--- src/fcad_params.svh ---
// constants for the flash command address decode block
// assumes one 100 MHz clock and a synchronous active-high reset
`ifndef FCAD_PARAMS_SVH
`define FCAD_PARAMS_SVH
`define FCAD_OFS_W 14
`define FCAD_UNLOCK1_OFS 14'h1554
`define FCAD_UNLOCK2_OFS 14'h2AA8
`define FCAD_UNLOCK1_DATA 8'hA8
`define FCAD_UNLOCK2_DATA 8'h54
`define FCAD_CODE_RESET 8'hF0
`define FCAD_CODE_PROG 8'hA0
`define FCAD_CODE_ERASE 8'h80
`define FCAD_PAGE_SEL_HI 15
`define FCAD_PAGE_SEL_LO 14
`define FCAD_EXTENDED_SEGMENT_PREFIX_MAX 3'h4
`define FCAD_FLASH_BASE_RST 24'h000000
`define FCAD_FLASH_LIMIT_RST 24'h07FFFF
`endif

--- src/fcad_pkg.sv ---
// types shared by the flash command address decode files
// assumes the params header is included where constants are used
package fcad_pkg;
	typedef enum logic [2:0] {
		FCAD_READ = 3'b000,
		FCAD_UNL1 = 3'b001,
		FCAD_UNL2 = 3'b010,
		FCAD_PROG = 3'b011,
		FCAD_ERASE = 3'b100
	} fcad_state_t;
	typedef logic [23:0] fcad_addr_t;
endpackage

--- src/fcad_addr_if.sv ---
// carrier between the decoder and its address former
// assumes both ends share clk
interface fcad_addr_if;
	logic [15:0] logical;
	logic [9:0] page;
	logic ext_active;
	logic [7:0] segment;
	logic [23:0] physical;
	modport former (input logical, input page, input ext_active,
		input segment, output physical);
	modport user (output logical, output page, output ext_active,
		output segment, input physical);
endinterface

--- src/fcad_addr_former.sv ---
// forms the physical data address from a logical one
// assumes the page pointer already chosen by the caller
`include "fcad_params.svh"
module fcad_addr_former (
	fcad_addr_if.former a
);
	// segment prefix overrides page pointer formation
	always_comb begin
		if (a.ext_active) begin
			a.physical = {a.segment, a.logical};
		end else begin
			a.physical = {a.page, a.logical[`FCAD_OFS_W-1:0]};
		end
	end
endmodule

--- src/fcad_top.sv ---
// flash command interface front end: unlock decode and range check
// assumes cpu write strobes synchronous to clk, one cycle each
`include "fcad_params.svh"
// How it works
// - command offset compare uses bits 13:0 only
// - bits 15:14 pick a page pointer giving upper 10 bits
// - first unlock step is A8 written at offset 1554
// - second unlock step is 54 at 2AA8, only after first
// - third cycle F0 resets to read mode, address ignored
// - third cycle A0 and 80 are selectors, low byte only
// - A0 selects programming; next write starts it
// - 80 begins the block erase sequence
// - segment prefix gives 8-bit segment for next one to four instructions
module fcad_top (
	input wire logic clk,
	input wire logic rst,
	input wire logic wr_en,
	input wire logic [15:0] wr_addr,
	input wire logic [15:0] wr_data,
	input wire logic [9:0] data_page_pointer0,
	input wire logic [9:0] data_page_pointer1,
	input wire logic [9:0] data_page_pointer2,
	input wire logic [9:0] data_page_pointer3,
	input wire logic extended_segment_prefix,
	input wire logic [7:0] prefix_segment,
	input wire logic [2:0] prefix_length,
	input wire logic instr_done,
	input wire logic [23:0] flash_base,
	input wire logic [23:0] flash_limit,
	output logic [2:0] seq_state,
	output logic prog_start,
	output logic [23:0] prog_addr,
	output logic [15:0] prog_data,
	output logic erase_setup,
	output logic read_mode,
	output logic [23:0] last_phys
);
	fcad_pkg::fcad_state_t state;
	fcad_pkg::fcad_state_t next_state;
	logic [2:0] ext_left;
	logic [7:0] ext_seg;
	logic [9:0] selected_page_pointer;
	logic in_range;
	logic [7:0] code;
	logic [13:0] ofs;
	fcad_addr_if ai ();

	fcad_addr_former u_former (.a(ai));

	// pick the page pointer by logical bits 15:14
	always_comb begin
		unique case (wr_addr[`FCAD_PAGE_SEL_HI:`FCAD_PAGE_SEL_LO])
			2'h0: selected_page_pointer = data_page_pointer0;
			2'h1: selected_page_pointer = data_page_pointer1;
			2'h2: selected_page_pointer = data_page_pointer2;
			2'h3: selected_page_pointer = data_page_pointer3;
		endcase
	end

	assign ai.logical = wr_addr;
	assign ai.page = selected_page_pointer;
	assign ai.ext_active = (ext_left != 3'h0);
	assign ai.segment = ext_seg;

	// writes outside the mapped flash reach only last_phys, never the sequence or programming
	assign in_range = (ai.physical >= flash_base) &&
		(ai.physical <= flash_limit);
	assign code = wr_data[7:0];
	assign ofs = wr_addr[`FCAD_OFS_W-1:0];

	// prefix window counts completed instructions
	always_ff @(posedge clk) begin
		if (rst) begin
			ext_left <= 3'h0;
			ext_seg <= 8'h00;
		end else if (extended_segment_prefix) begin
			ext_seg <= prefix_segment;
			if (prefix_length == 3'h0) begin
				ext_left <= 3'h1;
			end else if (prefix_length > `FCAD_EXTENDED_SEGMENT_PREFIX_MAX) begin
				ext_left <= `FCAD_EXTENDED_SEGMENT_PREFIX_MAX;
			end else begin
				ext_left <= prefix_length;
			end
		end else if (instr_done && ext_left != 3'h0) begin
			ext_left <= ext_left - 3'h1;
		end
	end

	// unlock and command decode
	always_comb begin
		next_state = state;
		if (wr_en && in_range) begin
			unique case (state)
				fcad_pkg::FCAD_READ, fcad_pkg::FCAD_PROG,
				fcad_pkg::FCAD_ERASE: begin
					if (ofs == `FCAD_UNLOCK1_OFS &&
						code == `FCAD_UNLOCK1_DATA) begin
						next_state = fcad_pkg::FCAD_UNL1;
					end else begin
						next_state = fcad_pkg::FCAD_READ;
					end
				end
				fcad_pkg::FCAD_UNL1: begin
					if (ofs == `FCAD_UNLOCK2_OFS &&
						code == `FCAD_UNLOCK2_DATA) begin
						next_state = fcad_pkg::FCAD_UNL2;
					end else begin
						next_state = fcad_pkg::FCAD_READ;
					end
				end
				fcad_pkg::FCAD_UNL2: begin
					if (code == `FCAD_CODE_PROG) begin
						next_state = fcad_pkg::FCAD_PROG;
					end else if (code == `FCAD_CODE_ERASE) begin
						next_state = fcad_pkg::FCAD_ERASE;
					end else begin
						next_state = fcad_pkg::FCAD_READ;
					end
				end
				default: next_state = fcad_pkg::FCAD_READ;
			endcase
		end
	end

	// sequence state register
	always_ff @(posedge clk) begin
		if (rst) begin
			state <= fcad_pkg::FCAD_READ;
		end else begin
			state <= next_state;
		end
	end

	// the write after a program selector starts programming
	always_ff @(posedge clk) begin
		if (rst) begin
			prog_start <= 1'b0;
			prog_addr <= `FCAD_FLASH_BASE_RST;
			prog_data <= 16'h0000;
		end else begin
			prog_start <= wr_en && in_range &&
				state == fcad_pkg::FCAD_PROG;
			if (wr_en && in_range && state == fcad_pkg::FCAD_PROG) begin
				prog_addr <= ai.physical;
				prog_data <= wr_data;
			end
		end
	end

	// visible status of the decoder
	always_ff @(posedge clk) begin
		if (rst) begin
			seq_state <= 3'h0;
			erase_setup <= 1'b0;
			read_mode <= 1'b1;
			last_phys <= `FCAD_FLASH_BASE_RST;
		end else begin
			seq_state <= next_state;
			erase_setup <= next_state == fcad_pkg::FCAD_ERASE;
			read_mode <= next_state == fcad_pkg::FCAD_READ;
			if (wr_en) begin
				last_phys <= ai.physical;
			end
		end
	end

	// unlock step 1 starts from read, program or erase-setup state
	chk_unlock_first: assert property (@(posedge clk)
		disable iff (rst)
		state != fcad_pkg::FCAD_UNL1 && state != fcad_pkg::FCAD_UNL2 &&
		wr_en && in_range && ofs == `FCAD_UNLOCK1_OFS &&
		code == `FCAD_UNLOCK1_DATA |=> state == fcad_pkg::FCAD_UNL1)
		else $error("first unlock step not taken");

	// unlock step 2 is only reachable through step 1
	chk_unlock_second: assert property (@(posedge clk)
		disable iff (rst)
		state == fcad_pkg::FCAD_UNL2 |-> $past(state) == fcad_pkg::FCAD_UNL1
		|| $past(state) == fcad_pkg::FCAD_UNL2)
		else $error("second step reached without first");

	// address bits above the offset do not block step 2 while the write stays in range
	chk_high_bits_ignored: assert property (@(posedge clk)
		disable iff (rst)
		state == fcad_pkg::FCAD_UNL1 && wr_en && in_range &&
		wr_addr[`FCAD_OFS_W-1:0] == `FCAD_UNLOCK2_OFS &&
		code == `FCAD_UNLOCK2_DATA |=> state == fcad_pkg::FCAD_UNL2)
		else $error("second step lost on high address bits");

	// read/reset code is back in read mode on the next cycle
	chk_reset_code: assert property (@(posedge clk)
		disable iff (rst)
		state == fcad_pkg::FCAD_UNL2 && wr_en && in_range &&
		code == `FCAD_CODE_RESET
		|=> read_mode && state == fcad_pkg::FCAD_READ)
		else $error("read reset not honoured");

	// program selector arms programming
	chk_selector_codes: assert property (@(posedge clk)
		disable iff (rst)
		state == fcad_pkg::FCAD_UNL2 && wr_en && in_range &&
		code == `FCAD_CODE_PROG |=> state == fcad_pkg::FCAD_PROG)
		else $error("program selector missed");

	// write after the selector launches programming with its data
	chk_prog_start: assert property (@(posedge clk)
		disable iff (rst)
		state == fcad_pkg::FCAD_PROG && wr_en && in_range
		|=> prog_start && prog_data == $past(wr_data))
		else $error("programming not started");

	// erase selector raises erase setup and leaves read mode
	chk_erase_setup: assert property (@(posedge clk)
		disable iff (rst)
		state == fcad_pkg::FCAD_UNL2 && wr_en && in_range &&
		code == `FCAD_CODE_ERASE |=> erase_setup && !read_mode)
		else $error("erase setup missed");

	// wrong second step drops the partial sequence
	chk_mismatch_abort: assert property (@(posedge clk)
		disable iff (rst)
		state == fcad_pkg::FCAD_UNL1 && wr_en && in_range &&
		code != `FCAD_UNLOCK2_DATA |=> state == fcad_pkg::FCAD_READ)
		else $error("bad step not abandoned");

	// page pointer 0 supplies the upper bits outside a prefix window
	chk_page_form: assert property (@(posedge clk)
		disable iff (rst)
		wr_en && ext_left == 3'h0 &&
		wr_addr[`FCAD_PAGE_SEL_HI:`FCAD_PAGE_SEL_LO] == 2'h0
		|=> last_phys == {$past(data_page_pointer0),
		$past(wr_addr[`FCAD_OFS_W-1:0])})
		else $error("page address wrongly formed");

	// a write right after a prefix uses the prefix segment
	chk_prefix_form: assert property (@(posedge clk)
		disable iff (rst)
		extended_segment_prefix ##1 wr_en
		|=> last_phys[23:16] == $past(prefix_segment, 2))
		else $error("segment prefix not applied");

	// writes outside the mapped flash leave the sequence untouched
	chk_range_refused: assert property (@(posedge clk)
		disable iff (rst)
		wr_en && !in_range |=> state == $past(state))
		else $error("out-of-range write changed the sequence");
endmodule

--- config.mk ---
export PLATFORM = sky130hd
export DESIGN_NAME = fcad_top
export DESIGN_NICKNAME = d
export VERILOG_FILES = /design/src/fcad_pkg.sv /design/src/fcad_addr_if.sv /design/src/fcad_addr_former.sv /design/src/fcad_top.sv
export VERILOG_INCLUDE_DIRS = /design/src
export SDC_FILE = /design/constraint.sdc
export NUM_CORES = 1
export LEC_CHECK = 0
export ABC_CLOCK_PERIOD_IN_PS = 4500
export BUFFER_PORTS_ARGS = -buffer_cell sky130_fd_sc_hd__clkbuf_2
export CAP_MARGIN = 20
export CORE_MARGIN = 2
export CORE_UTILIZATION = 43
export DETAILED_ROUTE_END_ITERATION = 7
export GPL_ROUTABILITY_DRIVEN = 0
export PLACE_DENSITY = 0.77
export SETUP_SLACK_MARGIN = 0.4
export SYNTH_ARGS = -nofsm -noshare
export SYNTH_HDL_FRONTEND = slang
export SYNTH_SLANG_ARGS = --single-unit
--- constraint.sdc ---
create_clock -name clk -period 4.5 [get_ports clk]
set_input_delay 0.9 -clock clk [delete_from_list [all_inputs] [get_ports clk]]
set_output_delay 0.9 -clock clk [all_outputs]
set_load 0.02 [all_outputs]
# Word-level counts from Yosys, hierarchy flattened

Index checks and enable logic that the tools add are counted.

Output and inout bits: 70
Logic and storage cells: 52
Input bits: 136
Bits in registers: 81

Mux-type cells: 12
Reductions and logical operators: 13
$lt $le $gt $ge: 3
Equality and inequality tests: 14
$add $sub $neg: 1

Operators by type and width:

| operator                                              | count |
|---|---|
| one-hot mux 10 bit (4 select lines)                   | 1 |
| equality test 8 bit, second input constant            | 3 |
| >= comparator 24 bit                                  | 1 |
| less-or-equal comparator 24 bit                       | 1 |
| 2-to-1 mux 24 bit                                     | 1 |
| 2-to-1 mux 3 bit                                      | 7 |
| equality test 14 x 13 -> 1 bit, second input constant | 1 |
| equality test 14 bit, second input constant           | 1 |
| zero test 3 bit                                       | 3 |
| one-hot mux 3 bit (3 select lines)                    | 1 |
| equality test 8 x 7 -> 1 bit, second input constant   | 1 |
| equality test 3 x 2 -> 1 bit, second input constant   | 2 |
| equality test 3 bit, second input constant            | 2 |
| logical AND 1 bit                                     | 6 |
| equality test 2 bit, second input constant            | 2 |
| equality test 3 x 1 -> 1 bit, second input constant   | 1 |
| > comparator 3 bit, second input constant             | 1 |
| nonzero test 3 bit                                    | 1 |
| OR reduction 3 bit                                    | 1 |
| subtractor 3 x 1 -> 3 bit, second input constant      | 1 |
| equality test 2 x 1 -> 1 bit, second input constant   | 1 |
| zero test 2 bit                                       | 1 |
| 2-to-1 mux 2 bit                                      | 1 |
| nonzero test 2 bit                                    | 1 |
| 2-to-1 mux 1 bit                                      | 1 |

# Depth between registers and ports, before layout

Gate-level depths: netlist of the first run.

Depth after elaboration: 8
Gate-level depth with buffers: 18
Depth with buffers taken out: 15

# Modules after synthesis

From an unflattened synthesis of the first run, not the netlist that was laid out.

Cells, all modules: 561
Area, all modules: 5,260.0 um^2

Modules (own cells, without submodules):

| module           | cells an instance | area an instance (um^2) | times used |
|---|---|---|---|
| fcad_top         | 536               | 4,993.5                 | 1 |
| fcad_addr_former | 25                | 266.5                   | 1 |

# Worst setup path before layout of the first run

OpenSTA, ideal clock, no wires.

Path type: input to register
Start point: input port wr_addr[15]
End point: register prog_addr[10]
Library setup time: 128 ps
Buffers on the path: 4
Arrival: 4,164 ps
Slack: 209 ps
Data required time: 4,372 ps
Stages on the path: 16
Cells stage by stage: clkbuf_1 -> buf_2 -> mux4_2 -> mux2i_1 -> inv_1 -> ha_1 -> nand2_1 -> nor4_2 -> nand2_1 -> nor4_1 -> a21oi_1 -> nor3_4 -> buf_6 -> buf_6 -> mux2i_1 -> nor2_1

Word-level cells in the longest chain between the ends: 7
Elaborated cells on any way between the ends: 11
Classes of those cells: 2 x order compare; 3 x eq/ne; 2 x mux; 4 x reduce/logical

RTL lines:

| item                                                                    | line                           | RTL |
|---|---|---|
| start, declared                                                         | fcad_top.sv:18                 | `input wire logic [15:0] wr_addr,` |
| equality test 2 bit, or another cell as far along                       | fcad_top.sv:52                 | `` unique case (wr_addr[`FCAD_PAGE_SEL_HI:`FCAD_PAGE_SEL_LO]) `` |
| one-hot mux 10 bit (4 select lines) *                                   | fcad_top.sv:52                 |  |
| 2-to-1 mux 24 bit *                                                     | fcad_addr_former.sv:9          | `if (a.ext_active) begin` |
| named net ai.physical[18]                                               | fcad_addr_if.sv:8              | `logic [23:0] physical;` |
| >= comparator 24 bit or less-or-equal comparator 24 bit (tied branches) | fcad_top.sv:66, fcad_top.sv:67 |  |
| logical AND 1 bit *                                                     | fcad_top.sv:66                 | `assign in_range = (ai.physical >= flash_base) &&` |
| logical AND 1 bit * (2 in a row)                                        | fcad_top.sv:144                | `if (wr_en && in_range && state == fcad_pkg::FCAD_PROG) begin` |
| end signal, assigned                                                    | fcad_top.sv:139                | `` prog_addr <= `FCAD_FLASH_BASE_RST; `` |
| end signal, assigned                                                    | fcad_top.sv:145                | `prog_addr <= ai.physical;` |
| end, declared                                                           | fcad_top.sv:32                 | `output logic [23:0] prog_addr,` |

The timed path passes the listed nets; every way through them passes the cells marked *.
A chain may end at the register's enable or synchronous reset.

# Worst setup path in the final report of the first run

Start point: input port wr_addr[15]
End point: register prog_data[0]

Word-level cells in the longest chain between the ends: 7
Elaborated cells on any way between the ends: 11
Classes of those cells: 2 x order compare; 3 x eq/ne; 2 x mux; 4 x reduce/logical

RTL lines:

| item                                                                    | line                           | RTL |
|---|---|---|
| equality test 2 bit, or another cell as far along                       | fcad_top.sv:52                 |  |
| one-hot mux 10 bit (4 select lines) *                                   | fcad_top.sv:52                 |  |
| 2-to-1 mux 24 bit *                                                     | fcad_addr_former.sv:9          |  |
| named net ai.physical[21]                                               | fcad_addr_if.sv:8              |  |
| >= comparator 24 bit or less-or-equal comparator 24 bit (tied branches) | fcad_top.sv:66, fcad_top.sv:67 |  |
| logical AND 1 bit *                                                     | fcad_top.sv:66                 |  |
| logical AND 1 bit * (2 in a row)                                        | fcad_top.sv:144                |  |
| end signal, assigned                                                    | fcad_top.sv:146                | `prog_data <= wr_data;` |
| end, declared                                                           | fcad_top.sv:33                 | `output logic [15:0] prog_data,` |

Marked as above.

==> results of run 1 <==
-- timing repair --
action	4_1_cts	5_1_grt
hold endpoints to repair	0	0
pin swaps	3	5
gates resized for setup	8	9
cloned	1	0
endpoints found under the setup margin	42	44
setup buffers	1	2
-- worst paths after layout --
path / startpoint / end / cells after the start
setup / recovery: wr_addr[15] / prog_data[0] / 16
hold / removal: last_phys[16] / last_phys[16] / 2
setup reg to reg: ext_left[0] / prog_data[0] / 16
hold reg to reg: last_phys[16] / last_phys[16] / 2
-- Yosys cell counts (2+ instances only) --
cell                       number  area share [%]
sky130_fd_sc_hd__nand3_1        7            0.75
sky130_fd_sc_hd__buf_2          3            0.32
sky130_fd_sc_hd__nor4bb_1       5             1.1
sky130_fd_sc_hd__a21oi_1       21             2.3
sky130_fd_sc_hd__nor4_1         4            0.54
sky130_fd_sc_hd__o21ai_0       13             1.4
sky130_fd_sc_hd__nand4_1        7            0.94
sky130_fd_sc_hd__nor2_1        89             7.2
sky130_fd_sc_hd__clkbuf_1      13             1.0
sky130_fd_sc_hd__buf_4          2            0.32
sky130_fd_sc_hd__a21o_1         4            0.64
sky130_fd_sc_hd__inv_1         60             4.8
sky130_fd_sc_hd__buf_1          3            0.24
sky130_fd_sc_hd__mux2i_1       66              14
sky130_fd_sc_hd__dfxtp_1       81              35
sky130_fd_sc_hd__mux4_2         8             3.9
sky130_fd_sc_hd__buf_6          2            0.48
sky130_fd_sc_hd__a211oi_1      23             3.7
sky130_fd_sc_hd__nand2b_1       3            0.40
sky130_fd_sc_hd__nor2b_1        8             1.1
sky130_fd_sc_hd__nand2_1       17             1.4
sky130_fd_sc_hd__nor3_1         5            0.54
sky130_fd_sc_hd__ha_1          50              13
-- metrics by stage --
step / std cells / util [%] / setup slack (ns)
final: 875 / 58.3 / 0.580
after global routing: 875 / 58.3 / 0.357
after CTS: 873 / 57.8 / 0.402
after global placement: 856 / 55.1 / 0.103
after detailed placement: 856 / 55.1 / -0.0785
after floorplan: 518 / - / 0.436
-- cell usage in the layout (no fill, tap or decap), types with 4 or more instances in the layout --
master	instances
sky130_fd_sc_hd__mux2i_2	5
sky130_fd_sc_hd__mux4_2	8
sky130_fd_sc_hd__ha_1	49
sky130_fd_sc_hd__a21oi_1	19
sky130_fd_sc_hd__nor2_1	89
sky130_fd_sc_hd__buf_4	14
sky130_fd_sc_hd__nand2_1	17
sky130_fd_sc_hd__clkbuf_8	10
sky130_fd_sc_hd__clkbuf_2	204
sky130_fd_sc_hd__a211oi_1	23
sky130_fd_sc_hd__nor2b_1	8
sky130_fd_sc_hd__nor3_1	5
sky130_fd_sc_hd__mux2i_1	60
sky130_fd_sc_hd__nand4_1	7
sky130_fd_sc_hd__dfxtp_1	81
sky130_fd_sc_hd__inv_1	60
sky130_fd_sc_hd__nand3_1	7
sky130_fd_sc_hd__nor4bb_1	5
sky130_fd_sc_hd__a21o_1	4
sky130_fd_sc_hd__o21ai_0	13
-- state kept, by name, indices dropped and copies added, names as in the netlist --
signal / count
last_phys: 24
prog_addr: 24
prog_data: 16
ai.segment: 8
ext_left: 3
seq_state: 3
erase_setup: 1
prog_start: 1
read_mode: 1
-- worst reg2reg max path, cell delays in order, from the launching register on --
cell	delay [ns]
sky130_fd_sc_hd__dfxtp_1	0.31
sky130_fd_sc_hd__inv_1	0.09
sky130_fd_sc_hd__ha_1	0.20
sky130_fd_sc_hd__ha_4	0.31
sky130_fd_sc_hd__a31oi_1	0.13
sky130_fd_sc_hd__o221a_2	0.33
sky130_fd_sc_hd__ha_1	0.33
sky130_fd_sc_hd__a21oi_1	0.13
sky130_fd_sc_hd__o21ai_0	0.10
sky130_fd_sc_hd__a2111o_1	0.43
sky130_fd_sc_hd__a21oi_1	0.18
sky130_fd_sc_hd__a21oi_2	0.14
sky130_fd_sc_hd__nor3_4	0.22
sky130_fd_sc_hd__buf_12	0.15
sky130_fd_sc_hd__bufbuf_16	0.28
sky130_fd_sc_hd__mux2i_1	0.18
sky130_fd_sc_hd__nor2_1	0.05
-- cells by family after synthesis --
group,Yosys count,synth area share (%)
AOI/OAI and AO/OA,76,10.9
and+or+nand+nor,153,15.5
buffers and inverters,83,7.24
muxes,74,18.0
xor gates and xnor gates,1,0.188
DFF,81,34.8
adders and majority gates,50,13.4
-- power by group through the flow --
| stage | sequential (uW) | clock, uW | combinational, uW |
|---|---|---|---|
| finish | 754 | 541 | 444 |
| global placement | 768 | 0 | 407 |
| floorplan | 789 | 0 | 230 |
| detailed placement | 769 | 0 | 425 |
| global route | 757 | 578 | 495 |
| CTS | 753 | 549 | 435 |
-- layer usage --
layer | vias up | share of wire (%) | routed length, um
li1 | 2235 | - | -
met1 | 2072 | 41 | 5450
met4 | 0 | 1.3 | 174
met2 | 167 | 51 | 6840
met5 | - | 0 | 0
met3 | 17 | 6.8 | 913
-- final cells by class --
class | count | area (um2)
multi-input cells | 354 | 2770
flip-flops and latches | 81 | 1620
repair buffers | 225 | 1250
inverters | 60 | 225
clock inverters | 4 | 52.6
clock buffers | 11 | 141
fillers | 971 | 4460
well taps | 140 | 175
==> flow_summary.html, run 1 <==
<table>
<tr><th>Metric</th><th>Value</th></tr>
<tr><th colspan="2">Timing</th></tr>
<tr><td>Final hold violation count</td><td>0</td></tr>
<tr><td>Final slew viol count</td><td>0</td></tr>
<tr><td>RSZ-0062 raised after global routing</td><td>false</td></tr>
<tr><td>Clock period minus final worst setup slack</td><td>~3.9 ns</td></tr>
<tr><td>Post-route clock period utilization</td><td>between 80 and 90%</td></tr>
<tr><td>Worst Tran Pin Value</td><td>~0.78 ns</td></tr>
<tr><td>Final clock skew</td><td>0.0156 ns</td></tr>
<tr><td>Max-slew headroom at the worst pin</td><td>48.1%</td></tr>
<tr><td>Post-Route Setup TNS</td><td>0 ns</td></tr>
<tr><td>Hold WS</td><td>0.493 ns</td></tr>
<tr><td>Count of final setup violators</td><td>0</td></tr>
<tr><td>Peak clock frequency supported by timing</td><td>0.255 GHz</td></tr>
<tr><th colspan="2">Placement</th></tr>
<tr><td>Input/output buffers</td><td>205</td></tr>
<tr><td>Area after detailed placement</td><td>roughly 5900 um2</td></tr>
<tr><td>Detailed placement HPWL</td><td>10.7 mm</td></tr>
<tr><th colspan="2">Critical path</th></tr>
<tr><td>Kind of capture point of the worst setup path</td><td>register</td></tr>
<tr><td>Critical path startpoint category</td><td>input pin</td></tr>
<tr><td>Crit path buf inv count</td><td>5</td></tr>
<tr><td>Arrival time at the worst endpoint</td><td>4.14 ns</td></tr>
<tr><td>CP Class</td><td>input pin to register</td></tr>
<tr><td>Ordered cell list for the critical path</td><td>clkbuf_4 &gt; mux4_2 &gt; mux2i_2 &gt; inv_1 &gt; ha_1 &gt; nand4_1 &gt; buf_4 &gt; nor3_1 &gt; a2111o_1 &gt; a21oi_1 &gt; a21oi_2 &gt; nor3_4 &gt; buf_12 &gt; bufbuf_16 &gt; mux2i_1 &gt; nor2_1</td></tr>
<tr><td>Maximum fanout along the worst path</td><td>9</td></tr>
<tr><td>Critical Path Slowest Stage Cell</td><td>sky130_fd_sc_hd__mux4_2</td></tr>
<tr><td>Required @ worst endpoint</td><td>4.72 ns</td></tr>
<tr><td>Biggest cell delay along the critical path</td><td>0.53 ns</td></tr>
<tr><td>Top Family by Delay on Critical Path</td><td>multiplexers</td></tr>
<tr><td>Register-to-Register Setup Slack</td><td>slightly above 0.8 ns</td></tr>
<tr><th colspan="2">GRT</th></tr>
<tr><td>GR Layer Usage met2</td><td>40.7%</td></tr>
<tr><td>GRT Resource Usage Total</td><td>22.4%</td></tr>
<tr><td>Met3 track demand over resource</td><td>4.04%</td></tr>
<tr><td>Initial antenna violation count</td><td>0</td></tr>
<tr><td>Maximum number of pins on one net before global-route repair</td><td>45</td></tr>
<tr><td>Number of global-route vias before repair</td><td>4426</td></tr>
<tr><td>Total congestion overflow after global routing</td><td>0</td></tr>
<tr><td>GR met1 Demand/Resource</td><td>26.7%</td></tr>
<tr><td>Most used routing layer</td><td>met2</td></tr>
<tr><td>Wire length of the first global-routing pass</td><td>roughly 21 mm</td></tr>
<tr><th colspan="2">Power and ir drop</th></tr>
<tr><td>Overall power consumption</td><td>1740 uW</td></tr>
<tr><td>Max IR drop VDD</td><td>0.162 mV</td></tr>
<tr><td>Proportion of power drawn by combinational gates</td><td>25.5%</td></tr>
<tr><td>Leakage power summed over all cells</td><td>0.00313 uW</td></tr>
<tr><td>Net switching power figure</td><td>524 uW</td></tr>
<tr><td>Clock share of power</td><td>31.1%</td></tr>
<tr><td>Pwr/cell area</td><td>279 nW/um2</td></tr>
<tr><td>Switch share</td><td>30.2%</td></tr>
<tr><td>Cell-internal power</td><td>1210 uW</td></tr>
<tr><td>Share of power burned in registers</td><td>43.4%</td></tr>
<tr><th colspan="2">Floorplanning</th></tr>
<tr><td>CORE AREA</td><td>between 10000 and 15000 um2</td></tr>
<tr><td>Overall die area</td><td>11700 um2</td></tr>
<tr><td>FP Rows</td><td>38</td></tr>
<tr><td>Die span in x</td><td>between 100 and 150 um</td></tr>
<tr><td>Initial core utilization</td><td>43.6%</td></tr>
<tr><td>Number of ports placed on the die boundary</td><td>between 200 and 250</td></tr>
<tr><td>Vertical extent of the die</td><td>between 100 and 150 um</td></tr>
<tr><th colspan="2">Cells and area</th></tr>
<tr><td>Ratio of cells with drive above 1 in the final layout</td><td>between 30% and 40%</td></tr>
<tr><td>Antenna Cells</td><td>0</td></tr>
<tr><td>Area growth, synth to finish</td><td>33.7%</td></tr>
<tr><td>Summed area of non-filler cells in the final layout</td><td>roughly 6200 um2</td></tr>
<tr><td>Net count reported at finish</td><td>917</td></tr>
<tr><th colspan="2">CTS</th></tr>
<tr><td>CTS Buffer Depth</td><td>2</td></tr>
<tr><td>Hold-fix buffer count after cts</td><td>0</td></tr>
<tr><td>Clk slew on worst S/H paths</td><td>0.08 ns</td></tr>
<tr><td>Insertion delay to the later sink of the worst-skew pair</td><td>0.36 ns</td></tr>
<tr><td>CTS Buf Count</td><td>9</td></tr>
<tr><td>H-tree depth reported by CTS</td><td>3</td></tr>
<tr><td>CTS tree</td><td>built</td></tr>
<tr><td>Root buffer selected by CTS</td><td>sky130_fd_sc_hd__clkbuf_8</td></tr>
<tr><td>TritonCTS Sinks</td><td>slightly above 80</td></tr>
<tr><th colspan="2">Drt</th></tr>
<tr><td>Vias per inst</td><td>5.13</td></tr>
<tr><td>Antenna viol nets, final</td><td>0</td></tr>
<tr><td>DRC Markers</td><td>0</td></tr>
<tr><td>Average wire length per cell after detail routing</td><td>roughly 15 um</td></tr>
<tr><td>Count of routing violations after the opening detailed-route iteration</td><td>160</td></tr>
<tr><td>Post-detailed-routing wire length</td><td>13.4 mm</td></tr>
<tr><td>Number of search-and-repair iterations in the first detailed-routing pass</td><td>4</td></tr>
<tr><td>Via count</td><td>4491</td></tr>
<tr><th colspan="2">Yosys</th></tr>
<tr><td>Ys async rst share</td><td>0%</td></tr>
<tr><td>Number of enable-type register cells in the synthesized netlist</td><td>0</td></tr>
<tr><td>Post-synth cell types</td><td>47</td></tr>
<tr><td>Ys flop type</td><td>sky130_fd_sc_hd__dfxtp_1</td></tr>
<tr><td>Syn Nets</td><td>704</td></tr>
<tr><td>Summed instance area of the synthesized netlist</td><td>4670 um2</td></tr>
<tr><td>Sequential-to-total area share from yosys stat</td><td>between 30% and 40%</td></tr>
<tr><td>Flop and latch count out of synthesis</td><td>81</td></tr>
<tr><td>Mean post-synth cell area</td><td>roughly 9.0 um2</td></tr>
<tr><td>Yosys warning total</td><td>0</td></tr>
<tr><td>Synth Instances</td><td>518</td></tr>
<tr><th colspan="2">Hold path</th></tr>
<tr><td>Hold crit path type</td><td>register to register</td></tr>
<tr><th colspan="2">Status</th></tr>
<tr><td>Outcome</td><td>complete, no violations</td></tr>
<tr><th colspan="2">Run</th></tr>
<tr><td>Number of violations of the max-capacitance limit</td><td>0</td></tr>
</table>
(Power assumes the default switching activity.)
==> run 2, diff against run 1 <==
--- a/config.mk
+++ b/config.mk
@@ -7,13 +7,14 @@
 export NUM_CORES = 1
 export LEC_CHECK = 0
 export ABC_CLOCK_PERIOD_IN_PS = 4500
-export BUFFER_PORTS_ARGS = -buffer_cell sky130_fd_sc_hd__clkbuf_2
 export CAP_MARGIN = 20
 export CORE_MARGIN = 2
-export CORE_UTILIZATION = 43
+export CORE_UTILIZATION = 58
 export DETAILED_ROUTE_END_ITERATION = 7
+export DONT_BUFFER_PORTS = 1
 export GPL_ROUTABILITY_DRIVEN = 0
-export PLACE_DENSITY = 0.77
+export PLACE_DENSITY = 0.76
+export RECOVER_POWER = 100
 export SETUP_SLACK_MARGIN = 0.4
 export SYNTH_ARGS = -nofsm -noshare
 export SYNTH_HDL_FRONTEND = slang
==> run 2 against run 1 <==
Net effect: non-clock buffer count down 221; routed wire length down 12%; global-route usage up 3.8 points; via count down 19%; worst hold slack better by 0.014 ns; maximum frequency down 2.9%; highest routed layer unchanged.
==> flow_summary.html, run 2 (synthesis results as in run 1) <==
<table>
<tr><th>Metric</th><th>Value</th></tr>
<tr><th colspan="2">Status</th></tr>
<tr><td>Outcome</td><td>complete, no violations</td></tr>
<tr><th colspan="2">Critical path</th></tr>
<tr><td>Required @ worst endpoint</td><td>4.78 ns (+0.06 ns)</td></tr>
<tr><td>Maximum fanout along the worst path</td><td>12 (+3)</td></tr>
<tr><td>Critical path startpoint category</td><td>input pin</td></tr>
<tr><td>Arrival time at the worst endpoint</td><td>4.31 ns (+0.17 ns)</td></tr>
<tr><td>CP Class</td><td>input pin to register</td></tr>
<tr><td>Kind of capture point of the worst setup path</td><td>register</td></tr>
<tr><th colspan="2">Drt</th></tr>
<tr><td>Vias per inst</td><td>5.91 (+15%)</td></tr>
<tr><td>Antenna viol nets, final</td><td>0 (unchanged)</td></tr>
<tr><td>Average wire length per cell after detail routing</td><td>19.1 um (+25%)</td></tr>
<tr><td>Post-detailed-routing wire length</td><td>11.8 mm (-12%)</td></tr>
<tr><td>Via count</td><td>3652 (-19%)</td></tr>
<tr><td>Number of search-and-repair iterations in the first detailed-routing pass</td><td>4 (unchanged)</td></tr>
<tr><td>DRC Markers</td><td>0 (unchanged)</td></tr>
<tr><td>Count of routing violations after the opening detailed-route iteration</td><td>153 (-4.4%)</td></tr>
<tr><th colspan="2">Run</th></tr>
<tr><td>Number of violations of the max-capacitance limit</td><td>0 (unchanged)</td></tr>
<tr><th colspan="2">GRT</th></tr>
<tr><td>Met3 track demand over resource</td><td>6.58% (+2.5 points)</td></tr>
<tr><td>GR Layer Usage met2</td><td>48.1% (+7.4 points)</td></tr>
<tr><td>Number of global-route vias before repair</td><td>3717 (-16%)</td></tr>
<tr><td>Initial antenna violation count</td><td>1 (+1)</td></tr>
<tr><td>GR met1 Demand/Resource</td><td>29.5% (+2.8 points)</td></tr>
<tr><td>Most used routing layer</td><td>met2</td></tr>
<tr><td>Wire length of the first global-routing pass</td><td>18.0 mm (-13%)</td></tr>
<tr><td>GRT Resource Usage Total</td><td>26.3% (+3.8 points)</td></tr>
<tr><td>Total congestion overflow after global routing</td><td>0 (unchanged)</td></tr>
<tr><td>Maximum number of pins on one net before global-route repair</td><td>83 (+84%)</td></tr>
<tr><th colspan="2">Floorplanning</th></tr>
<tr><td>Die span in x</td><td>93.7 um (-13%)</td></tr>
<tr><td>Vertical extent of the die</td><td>93.7 um (-13%)</td></tr>
<tr><td>FP Rows</td><td>32 (-16%)</td></tr>
<tr><td>CORE AREA</td><td>7770 um2 (-27%)</td></tr>
<tr><td>Number of ports placed on the die boundary</td><td>206 (unchanged)</td></tr>
<tr><td>Overall die area</td><td>8780 um2 (-25%)</td></tr>
<tr><td>Initial core utilization</td><td>60.1% (+16 points)</td></tr>
<tr><th colspan="2">Timing</th></tr>
<tr><td>Post-Route Setup TNS</td><td>0 ns (unchanged)</td></tr>
<tr><td>Final slew viol count</td><td>0 (unchanged)</td></tr>
<tr><td>Hold WS</td><td>0.507 ns (+0.0145 ns)</td></tr>
<tr><td>Count of final setup violators</td><td>0 (unchanged)</td></tr>
<tr><td>Worst Tran Pin Value</td><td>0.516 ns (-0.262 ns)</td></tr>
<tr><td>Final hold violation count</td><td>0 (unchanged)</td></tr>
<tr><td>Final clock skew</td><td>0.0140 ns (-0.00156 ns)</td></tr>
<tr><td>Post-route clock period utilization</td><td>89.7% (+2.6 points)</td></tr>
<tr><td>Clock period minus final worst setup slack</td><td>4.04 ns (+0.116 ns)</td></tr>
<tr><td>Peak clock frequency supported by timing</td><td>0.248 GHz (-2.9%)</td></tr>
<tr><td>RSZ-0062 raised after global routing</td><td>false</td></tr>
<tr><td>Max-slew headroom at the worst pin</td><td>65.6% (+17 points)</td></tr>
<tr><th colspan="2">Cells and area</th></tr>
<tr><td>Highest-count cells in the layout ignoring fill and taps</td><td>sky130_fd_sc_hd__nor2_1 (89), sky130_fd_sc_hd__dfxtp_1 (81), sky130_fd_sc_hd__mux2i_1 (66), sky130_fd_sc_hd__inv_1 (60), sky130_fd_sc_hd__ha_1 (49)</td></tr>
<tr><td>Most common cell after layout, fill and taps aside</td><td>sky130_fd_sc_hd__nor2_1</td></tr>
<tr><td>Count of fill cells added during filler insertion</td><td>680 (-30%)</td></tr>
<tr><td>Ratio of cells with drive above 1 in the final layout</td><td>6.41% (-29 points)</td></tr>
<tr><td>Top Registers</td><td>last_phys: 24 flops, prog_addr: 24 flops, prog_data: 16 flops</td></tr>
<tr><td>Net count reported at finish</td><td>696 (-24%)</td></tr>
<tr><td>Area growth, synth to finish</td><td>6.76%</td></tr>
<tr><th colspan="2">CTS</th></tr>
<tr><td>Clk slew on worst S/H paths</td><td>0.10 ns (+0.02 ns)</td></tr>
<tr><td>CTS Buffer Depth</td><td>2 (unchanged)</td></tr>
<tr><td>TritonCTS Sinks</td><td>81 (unchanged)</td></tr>
<tr><td>Root buffer selected by CTS</td><td>sky130_fd_sc_hd__clkbuf_8</td></tr>
<tr><td>Insertion delay to the later sink of the worst-skew pair</td><td>0.36 ns (about the same)</td></tr>
<tr><td>H-tree depth reported by CTS</td><td>3 (unchanged)</td></tr>
<tr><td>CTS tree</td><td>built</td></tr>
<tr><td>CTS Buf Count</td><td>9 (unchanged)</td></tr>
<tr><th colspan="2">Power and ir drop</th></tr>
<tr><td>Max IR drop VDD</td><td>0.253 mV (+56%)</td></tr>
<tr><td>Leakage power summed over all cells</td><td>0.00218 uW (-30%)</td></tr>
<tr><td>Pwr/cell area</td><td>336 nW/um2 (+21%)</td></tr>
<tr><th colspan="2">Placement</th></tr>
<tr><td>Input/output buffers</td><td>0 (-100%)</td></tr>
<tr><td>Detailed placement HPWL</td><td>9.26 mm (-13%)</td></tr>
<tr><th colspan="2">Hold path</th></tr>
<tr><td>Hold crit path type</td><td>register to register</td></tr>
</table>
-- run 2: stage by stage --
step	instances	instance area, um2	power, uW	setup slack, ns	utilization [%]
after floorplan	518	4670	1020	0.436	-
after detailed placement	601	4740	1060	0.250	61.0
after global placement	601	4740	1050	0.326	61.0
final	618	4980	1670	0.464	64.1
after CTS	617	4970	1690	0.540	64.0
after global routing	618	4980	1760	0.222	64.1
-- run 2: repair_timing --
item                                    CTS  global route
setup buffers                             0             0
gates resized for setup                   1             4
endpoints found under the setup margin    7            43
hold buffers                              0             0
-- run 2: layout make-up --
| cell class | instances | area, um2 | area share [%] |
|---|---|---|---|
| well taps | 102 | 128 | 2.56 |
| multi-input cells | 354 | 2720 | 54.5 |
| clock buffers | 9 | 124 | 2.49 |
| clock inverters | 7 | 109 | 2.19 |
| repair buffers | 4 | 55.1 | 1.11 |
| flip-flops and latches | 81 | 1620 | 32.6 |
| diodes | 1 | 2.50 | 0.0502 |
| inverters | 60 | 225 | 4.52 |
-- run 2: path summary, 6_finish.rpt --
path                               startpoint             to  slack, ns  cells past startpoint
worst min-delay path            ai.segment[4]  ai.segment[4]       0.51                      2
worst min register to register  ai.segment[4]  ai.segment[4]       0.51                      2
worst max register to register    ext_left[0]    erase_setup       0.53                     14
worst max-delay path              wr_addr[14]    erase_setup       0.46                     12
-- run 2: report_power, final --
group | total, uW | internal (uW) | switching, uW
logic | 270 | 128 | 141
registers | 779 | 740 | 38.6
clock network | 625 | 324 | 301
total | 1670 | 1190 | 481
-- run 2: critical path: stages --
cell and delay (ns):
sky130_fd_sc_hd__mux4_2 0.47, sky130_fd_sc_hd__mux2i_1 0.37, sky130_fd_sc_hd__inv_1 0.13, sky130_fd_sc_hd__ha_1 0.32, sky130_fd_sc_hd__nand4_1 0.18, sky130_fd_sc_hd__nor4_1 0.49
sky130_fd_sc_hd__nand2_1 0.09, sky130_fd_sc_hd__nor4_1 0.28, sky130_fd_sc_hd__a21oi_1 0.16, sky130_fd_sc_hd__or4_1 0.61, sky130_fd_sc_hd__o21ai_2 0.09, sky130_fd_sc_hd__a21boi_1 0.21
-- run 2: per-layer routing --
layer / part of all wire (%) / up-vias
met5: 0 / -
met1: 40 / 1689
li1: - / 1786
met4: 1.2 / 0
met3: 7.7 / 12
met2: 51 / 165
